==> config.mk <==
export PLATFORM = sky130hd
export DESIGN_NAME = sps_status
export DESIGN_NICKNAME = d
export VERILOG_FILES = /design/src/rtl/sps_pkg.sv /design/src/rtl/sps_rank_if.sv /design/src/rtl/sps_ranker.sv /design/src/rtl/sps_status.sv
export SDC_FILE = /design/constraint.sdc
export NUM_CORES = 1
export LEC_CHECK = 0
export BUFFER_PORTS_ARGS = -buffer_cell sky130_fd_sc_hd__buf_2
export CAP_MARGIN = 20
export CORE_ASPECT_RATIO = 0.9
export CORE_MARGIN = 5
export CORE_UTILIZATION = 38
export DETAILED_ROUTE_END_ITERATION = 7
export PLACE_DENSITY = 0.52
export SETUP_SLACK_MARGIN = 0.3
export SYNTH_ARGS = -nofsm -noshare
export SYNTH_HDL_FRONTEND = slang
export SYNTH_SLANG_ARGS = --single-unit
==> constraint.sdc <==
create_clock -name pclk -period 124.7 [get_ports pclk]
set_input_delay 12.47 -clock pclk [delete_from_list [all_inputs] [get_ports pclk]]
set_output_delay 12.47 -clock pclk [all_outputs]
set_load 0.1 [all_outputs]
==> src/rtl/sps_pkg.sv <==
// Package for the priority source status block: register map, field layout,
// reset values and channel encoding.
// Assumes byte addressing on a 32-bit APB with one register per aligned word.
package sps_pkg;

  // Number of reference inputs and width of one channel code.
  localparam int N_INPUTS = 14;
  localparam int CHAN_W = 4;
  localparam int PRIO_W = 4;
  localparam int RANKS = 4;

  // Register indices; the byte address is four times the index.
  localparam logic [7:0] IDX_TOP_SEL = 8'h09;
  localparam logic [7:0] IDX_TABLE_HIGH = 8'h0B;
  localparam logic [7:0] IDX_ALLOW_LOW = 8'h30;
  localparam logic [7:0] IDX_ALLOW_HIGH = 8'h31;

  localparam logic [7:0] ADDR_TOP_SEL = {IDX_TOP_SEL[5:0], 2'b00};
  localparam logic [7:0] ADDR_TABLE_HIGH = {IDX_TABLE_HIGH[5:0], 2'b00};
  localparam logic [7:0] ADDR_ALLOW_LOW = {IDX_ALLOW_LOW[5:0], 2'b00};
  localparam logic [7:0] ADDR_ALLOW_HIGH = {IDX_ALLOW_HIGH[5:0], 2'b00};

  // Field positions inside the top and selected source register.
  localparam int TOP_LSB = 4;
  localparam int SEL_LSB = 0;

  // Bit position of the high byte of the validated priority table.
  localparam int TABLE_HIGH_LSB = 8;

  // Reset values.
  localparam logic [7:0] RST_TOP_SEL = 8'h00;
  localparam logic [7:0] RST_TABLE_HIGH = 8'h00;
  localparam logic [7:0] RST_ALLOW_LOW = 8'hFF;
  localparam logic [7:0] RST_ALLOW_HIGH = 8'h3F;

  // Channel code meaning no validated source; code k names input k.
  localparam logic [CHAN_W-1:0] CHAN_NONE = 4'h0;

  // Priority value that keeps an input out of the ranking.
  localparam logic [PRIO_W-1:0] PRIO_OFF = 4'h0;

endpackage

==> src/rtl/sps_rank_if.sv <==
// Interface carrying the ranking request and result between the status
// register bank and its ranking engine.
// Assumes both ends run in the same clock domain; the path is combinational.
`timescale 1ns/100ps
`default_nettype none
interface sps_rank_if;
  import sps_pkg::*;

  // Inputs that are both valid and allowed.
  logic [N_INPUTS-1:0] eligible;
  // Priority of each input, four bits per input, input one lowest.
  logic [N_INPUTS*PRIO_W-1:0] prio;
  // Ranked channel codes, rank zero in the lowest nibble.
  logic [RANKS*CHAN_W-1:0] table_out;

  modport bank (output eligible, output prio, input table_out);
  modport engine (input eligible, input prio, output table_out);
endinterface
`default_nettype wire

==> src/rtl/sps_ranker.sv <==
// Ranking engine: orders eligible inputs by priority into a table of four
// channel codes.
// Assumes the caller has already removed invalid and disallowed inputs.
`timescale 1ns/100ps
`default_nettype none
module sps_ranker (
  sps_rank_if.engine rank // Ranking request and result.
);
  import sps_pkg::*;

  // Pick the best remaining input once per rank; lower priority value wins,
  // a tie goes to the lower channel. Four passes cost a deep path, but the
  // result only feeds registers that are refreshed every cycle.
  always_comb begin
    logic [N_INPUTS-1:0] taken;
    logic [CHAN_W-1:0] best;
    logic [PRIO_W:0] best_prio;
    logic [PRIO_W-1:0] p;
    int best_idx;
    taken = '0;
    best = CHAN_NONE;
    best_prio = '0;
    p = '0;
    best_idx = 0;
    rank.table_out = '0;
    for (int r = 0; r < RANKS; r++) begin
      best = CHAN_NONE;
      best_prio = {1'b1, {PRIO_W{1'b0}}};
      best_idx = 0;
      for (int i = 0; i < N_INPUTS; i++) begin
        p = rank.prio[i*PRIO_W +: PRIO_W];
        // Disallowed inputs never reach the eligible set.
        if (rank.eligible[i] && !taken[i] && p != PRIO_OFF
            && {1'b0, p} < best_prio) begin
          best = CHAN_W'(i + 1); // Input one is code one.
          best_prio = {1'b0, p};
          best_idx = i;
        end
      end
      if (best != CHAN_NONE) begin
        taken[best_idx] = 1'b1;
      end
      rank.table_out[r*CHAN_W +: CHAN_W] = best; // Zero when none.
    end
  end
endmodule
`default_nettype wire

==> src/rtl/sps_status.sv <==
// Priority source status register bank for the second clock path: reports
// the highest-priority validated source, the selected source and the high
// byte of the validated priority table over APB.
// Assumes valid flags, priorities and the selected channel come from logic
// on pclk, so they are read without synchronisers.
//
// The APB slave port was decided locally.
`timescale 1ns/100ps
`default_nettype none
// Behaviour
// - Bits 7:4 report highest-priority validated input
// - Zero means none; code k is input k
// - Disallowed valid inputs never enter the ranking
// - Bits 3:0 report currently selected input
// - Selected field: code k is input k
// - Read-only table high byte, resets zero
module sps_status (
  input wire logic pclk, // System clock, 100 MHz.
  input wire logic presetn, // Asynchronous reset, active low.
  input wire logic psel, // APB select.
  input wire logic penable, // APB access phase.
  input wire logic pwrite, // APB direction, high for write.
  input wire logic [7:0] paddr, // APB byte address.
  input wire logic [31:0] pwdata, // APB write data.
  input wire logic [3:0] pstrb, // APB write byte strobes.
  output logic [31:0] prdata, // APB read data, registered.
  output logic pready, // APB ready, no wait states.
  output logic pslverr, // APB error for unmapped addresses, registered.
  input wire logic [sps_pkg::N_INPUTS-1:0] valid_in, // Per-input validated flag.
  input wire logic [sps_pkg::N_INPUTS*sps_pkg::PRIO_W-1:0] prio_in, // Priorities.
  input wire logic [sps_pkg::CHAN_W-1:0] selected_chan, // Selector's current input.
  output logic [sps_pkg::CHAN_W-1:0] top_chan // Registered highest validated input.
);
  import sps_pkg::*;

  sps_rank_if rank_bus ();

  logic [7:0] top_sel;
  logic [7:0] table_high;
  logic [7:0] allow_low;
  logic [7:0] allow_high;
  logic [7:0] next_top_sel;
  logic [7:0] next_table_high;
  logic [7:0] next_allow_low;
  logic [7:0] next_allow_high;
  logic [31:0] next_prdata;
  logic next_pslverr;
  logic [15:0] allow_mask;
  logic setup_phase;
  logic access_wr;

  // The allow registers hold one bit per input, input one in bit zero.
  assign allow_mask = {allow_high, allow_low};
  assign rank_bus.eligible = valid_in & allow_mask[N_INPUTS-1:0];
  assign rank_bus.prio = prio_in;

  sps_ranker u_ranker (
    .rank(rank_bus.engine)
  );

  // Status is refreshed every cycle so reads always see live values.
  always_comb begin
    next_top_sel = {rank_bus.table_out[0 +: CHAN_W], selected_chan};
    next_table_high = rank_bus.table_out[TABLE_HIGH_LSB +: 8];
  end

  always_ff @(posedge pclk or negedge presetn) begin
    if (!presetn) begin
      top_sel <= RST_TOP_SEL;
      table_high <= RST_TABLE_HIGH;
    end else begin
      top_sel <= next_top_sel;
      table_high <= next_table_high;
    end
  end

  assign top_chan = top_sel[TOP_LSB +: CHAN_W];

  // Zero wait states: data is fetched in the setup cycle and the access
  // cycle always completes, which keeps the slave free of any state machine.
  assign setup_phase = psel && !penable;
  assign access_wr = psel && penable && pwrite;
  assign pready = psel && penable;

  // Only the allow registers accept writes; status writes fall away.
  always_comb begin
    next_allow_low = allow_low;
    next_allow_high = allow_high;
    if (access_wr && pstrb[0]) begin
      if (paddr == ADDR_ALLOW_LOW) begin
        next_allow_low = pwdata[7:0];
      end else if (paddr == ADDR_ALLOW_HIGH) begin
        next_allow_high = pwdata[7:0];
      end
    end
  end

  always_ff @(posedge pclk or negedge presetn) begin
    if (!presetn) begin
      allow_low <= RST_ALLOW_LOW;
      allow_high <= RST_ALLOW_HIGH;
    end else begin
      allow_low <= next_allow_low;
      allow_high <= next_allow_high;
    end
  end

  // Read decode in the setup cycle; reads change no state.
  always_comb begin
    next_prdata = prdata;
    next_pslverr = pslverr;
    if (setup_phase) begin
      next_prdata = 32'h0000_0000;
      next_pslverr = 1'b0;
      if (paddr == ADDR_TOP_SEL) begin
        next_prdata[7:0] = top_sel;
      end else if (paddr == ADDR_TABLE_HIGH) begin
        next_prdata[7:0] = table_high;
      end else if (paddr == ADDR_ALLOW_LOW) begin
        next_prdata[7:0] = allow_low;
      end else if (paddr == ADDR_ALLOW_HIGH) begin
        next_prdata[7:0] = allow_high;
      end else begin
        next_pslverr = 1'b1;
      end
    end
  end

  always_ff @(posedge pclk or negedge presetn) begin
    if (!presetn) begin
      prdata <= 32'h0000_0000;
      pslverr <= 1'b0;
    end else begin
      prdata <= next_prdata;
      pslverr <= next_pslverr;
    end
  end
endmodule
`default_nettype wire

==> reports/qor_table.md <==
| Stage | Metric | This run |
|:---|:---|:---|
| outcome | Outcome | completed |
| sta | Final worst-path setup slack | 19080 ps |
| clock network | Resized cells post-CTS | 0 |
| pwr | Part of the power in registers | 24.5% |
| global route | Overall overflow remaining after global route | 0 |
| layout | Most common cell after layout, fill and taps aside | nand2_1 |
| hold path | Min-delay worst type | reg -> reg |
| critical path | WS Path Type | in -> reg |
| critical path | Setup crit start kind | input pin |
| placement | HPWL after detailed placement | 49.8 mm |
| floorplan | Core region area | 36300 um2 |
| pwr | Cell-internal power | 0.0324 mW |
| synth | Avg Synthesized Cell Area | 7.12 um2 |
| clock network | Later-pin clock latency in the skew report | 280 ps |
| synth | FF+latch count, synth | 41 |
| floorplan | Die X | 212 um |
| routing | Vias after detailed routing | 16537 |
| sta | Final Slew Violations | 0 |
| synth | Number of enable-type register cells in the synthesized netlist | 0 |
| sta | Unrepaired setup endpoints after global routing | no |
| layout | Fraction of layout cells with a size suffix above 1 | 15.1% |
| critical path | Delay of the slowest cell on the worst path | 880 ps |
| routing | Wire length per cell | 23.8 um |
| floorplan | Placement row count | 66 |
| critical path | Critical path fanouts, max | 13 |
| synth | Dominant cells by area after synthesis | ha_1, a21oi_1, nand2_1 |
| clock network | CTS H-tree depth | 2 |
| clock network | CTS tree | done |
| synth | Synthesized instance count | 1966 |
| global route | Global-route wire length before repair | 89.8 mm |
| sta | Portion of the clock cycle consumed by the worst path in the final layout | 84.7% |
| pwr | Leak | 6.08 nW |
| clock network | Number of buffers inserted for hold repair after clock tree synthesis | 0 |
| sta | Total negative slack | 0 ps |
| routing | First-pass detailed-route iteration total | 5 |
| sta | Final hold violation count | 0 |
| hold path | Hold path start | prdata[0] |
| floorplan | Starting utilization of the core area | 38.6% |
| clock network | Clk sinks | 41 |
| synth | Synth cell types | 134 |
| critical path | Most frequent cell on the critical path | ha_1 |
| layout | Highest-count cells in the layout ignoring fill and taps | nand2_1, a21oi_1, nor2_1 |
| sta | Max-slew headroom at the worst pin | 29.6% |
| layout | Post-layout instance area | 15000 um2 |
| flow run | Number of maximum-capacitance constraint violations | 0 |
| floorplan | Total Die Area | 40800 um2 |
| synth | Share of Yosys cell area claimed by the top area cell type | 9.92% |
| placement | Routability congestion estimate from global placement | 0.954 |
| clock network | Maximum count of clock buffers along a single path | 2 |
| routing | Number of antenna-violating nets in the routed design | 0 |
| clock network | Buffers inserted during post-CTS setup optimization | 0 |
| sta | Min Clock Period, post-route | 105620 ps |
| synth | Library cell occupying the most area in the post-synthesis netlist | ha_1 |
| synth | Async S/R FF share, synth | 100% |
| layout | Fill cell instance count of the final layout | 3905 |
| critical path | Setup crit start | valid_in[0] |
| global route | Via count of the first global-routing pass | 15232 |
| synth | Number of synthesis warnings | 0 |
| routing | Number of DRC markers in iteration 0 | 1611 |
| pwr | Clock network power share | 28.9% |
| placement | Post-Place Worst Slack | 21420 ps |
| layout | Layout Area Growth over Synthesis | 7.45% |
| sta | Worst setup skew after layout | 6.31 ps |
| synth | Seq/Total Area, Yosys | 7.45% |
| global route | Pin count of the biggest net entering global routing | 42 |
| synth | Leading register cell type out of synthesis | dfrtp_1 |
| critical path | CP required | 124810 ps |
| routing | Number of design rule violations left after detail routing | 0 |
| layout | Nets@finish | 2269 |
| placement | Standard cell area after detailed placement | 14900 um2 |
| placement | Input/output buffers | 109 |
| global route | Total track usage | 27.8% |
| clock network | Clock transition at the registers of the reported paths | 60 ps |
| pwr | Net switching power figure | 0.0238 mW |
| critical path | Reg2reg start | allow_low[0] |
| routing | Drt via density | 6.58 |
| global route | Number of antenna violations at the first check in global routing | 1 |
| pwr | Portion of total power attributed to combinational logic | 46.7% |
| critical path | Minimum setup slack among reg-to-reg paths | 30770 ps |
| pwr | Sw Share | 42.4% |
| routing | Total Routed Length | 59.7 mm |
| floorplan | Die extent in y | 192 um |
| critical path | Worst endpoint data arrival time | 105730 ps |
| floorplan | Count of pins on the block boundary | 161 |
| clock network | Number of CTS-inserted buffers | 5 |
| critical path | Element type at the critical path end | flop |
| pwr | Peak ir drop on the vdd network | 0.00507 mV |
| sta | FMAX | 9.47 MHz |
| critical path | Slowest CP cell | a211oi_1 |
| clock network | Clock tree root buffer cell | clkbuf_16 |
| sta | Setup-failing EPs final | 0 |
| pwr | Power density over cell area | 3.74 nW/um2 |
| sta | Transition time of the tightest slew-check pin | 1050 ps |
| synth | Synthesized cell area | 14000 um2 |
-- cell families (layout without fill, tap and decap cells) --
| logic type | Yosys count | count (layout) | share of synthesized area (%) |
|---|---|---|---|
| xor+xnor | 2 | 2 | 0.125 |
| compound gates | 817 | 817 | 43.9 |
| simple gates | 707 | 707 | 25.4 |
| mux | 86 | 86 | 6.64 |
| flops | 41 | 41 | 7.45 |
| buf+inv | 197 | 244 | 6.31 |
| other cells | 1 | 25 | 0.0268 |
| fa+ha+maj | 115 | 115 | 10.2 |
-- per-stage QoR --
step	hold WS, ps	util [%]	total power [mW]	cells
after floorplan	479	-	0.0320	1989
after global placement	462	41.0	0.0392	2504
after detailed placement	470	41.0	0.0396	2504
after CTS	484	41.5	0.0560	2512
after global routing	507	41.5	0.0593	2513
final	476	41.5	0.0562	2513
-- layer usage --
metal	share of wire [%]	global-route usage [%]	routed length (um)
met5	0	0	0
met2	43	43.3	25600
met1	46	40.7	27600
met4	1.9	5.12	1110
met3	9.0	4.52	5360
-- layout make-up --
type | instances | area (um2) | share of cell area (%)
flip-flops and latches | 41 | 1040 | 6.93
diodes | 1 | 2.50 | 0.0166
well taps | 476 | 596 | 3.96
repair buffers | 117 | 606 | 4.02
multi-input cells | 1751 | 12200 | 80.8
clock inverters | 3 | 65.1 | 0.432
inverters | 119 | 447 | 2.97
clock buffers | 5 | 125 | 0.831
-- power by group through the flow --
| stage | logic [mW] | registers [mW] | clock network (mW) |
|---|---|---|---|
| after floorplan | 0.0177 | 0.0142 | 0 |
| after global placement | 0.0252 | 0.0140 | 0 |
| after detailed placement | 0.0256 | 0.0140 | 0 |
| after CTS | 0.0258 | 0.0137 | 0.0165 |
| after global routing | 0.0285 | 0.0138 | 0.0171 |
| final | 0.0262 | 0.0137 | 0.0162 |
-- synth_stat cells (10+ instances only) --
| cell type | number |
|---|---|
| nand2_1 | 193 |
| a21oi_1 | 169 |
| nor2_1 | 168 |
| inv_1 | 117 |
| o21ai_0 | 116 |
| ha_1 | 111 |
| a21o_1 | 64 |
| nand3_1 | 63 |
| mux2i_1 | 41 |
| nor3_1 | 41 |
| a31oi_1 | 39 |
| mux2_2 | 38 |
| nand2b_1 | 33 |
| o21a_1 | 33 |
| clkbuf_1 | 32 |
| buf_4 | 31 |
| a211oi_1 | 30 |
| and3_1 | 29 |
| o211ai_1 | 28 |
| o21ai_1 | 28 |
| dfrtp_1 | 27 |
| and2_1 | 23 |
| nand4_1 | 22 |
| or3_1 | 22 |
| a211o_1 | 20 |
| nor2b_1 | 18 |
| nor4_1 | 15 |
| dfstp_2 | 14 |
| o31ai_1 | 14 |
| o22ai_1 | 13 |
| a21boi_0 | 12 |
| or2_2 | 12 |
| a211oi_2 | 11 |
| o31a_1 | 11 |
| a31o_2 | 10 |
| buf_2 | 10 |
-- flip-flops by register name, summed over array words and instances (netlist names) --
signal      flops
allow_high      8
allow_low       8
prdata          8
pslverr         1
table_high      8
top_sel         8
-- critical path, delay by kind of cell --
| family | cells | cell delay (ps) |
|---|---|---|
| adder cells (fa/ha/maj) | 52 | 14940 |
| AO/OA/AOI/OAI | 191 | 46950 |
| buffers and inverters | 32 | 2820 |
| AND/OR/NAND/NOR | 106 | 21000 |
| multiplexers | 20 | 7400 |
-- worst paths after layout --
kind / depth (start not counted) / endpoint
worst min register to register: 2 / prdata[0]
worst max-delay path: 401 / table_high[7]
max in group asynchronous: 1 / table_high[5]
worst min-delay path: 2 / prdata[0]
worst max register to register: 400 / table_high[7]
min in group asynchronous: 1 / allow_high[6]
(Power assumes the default switching activity.)
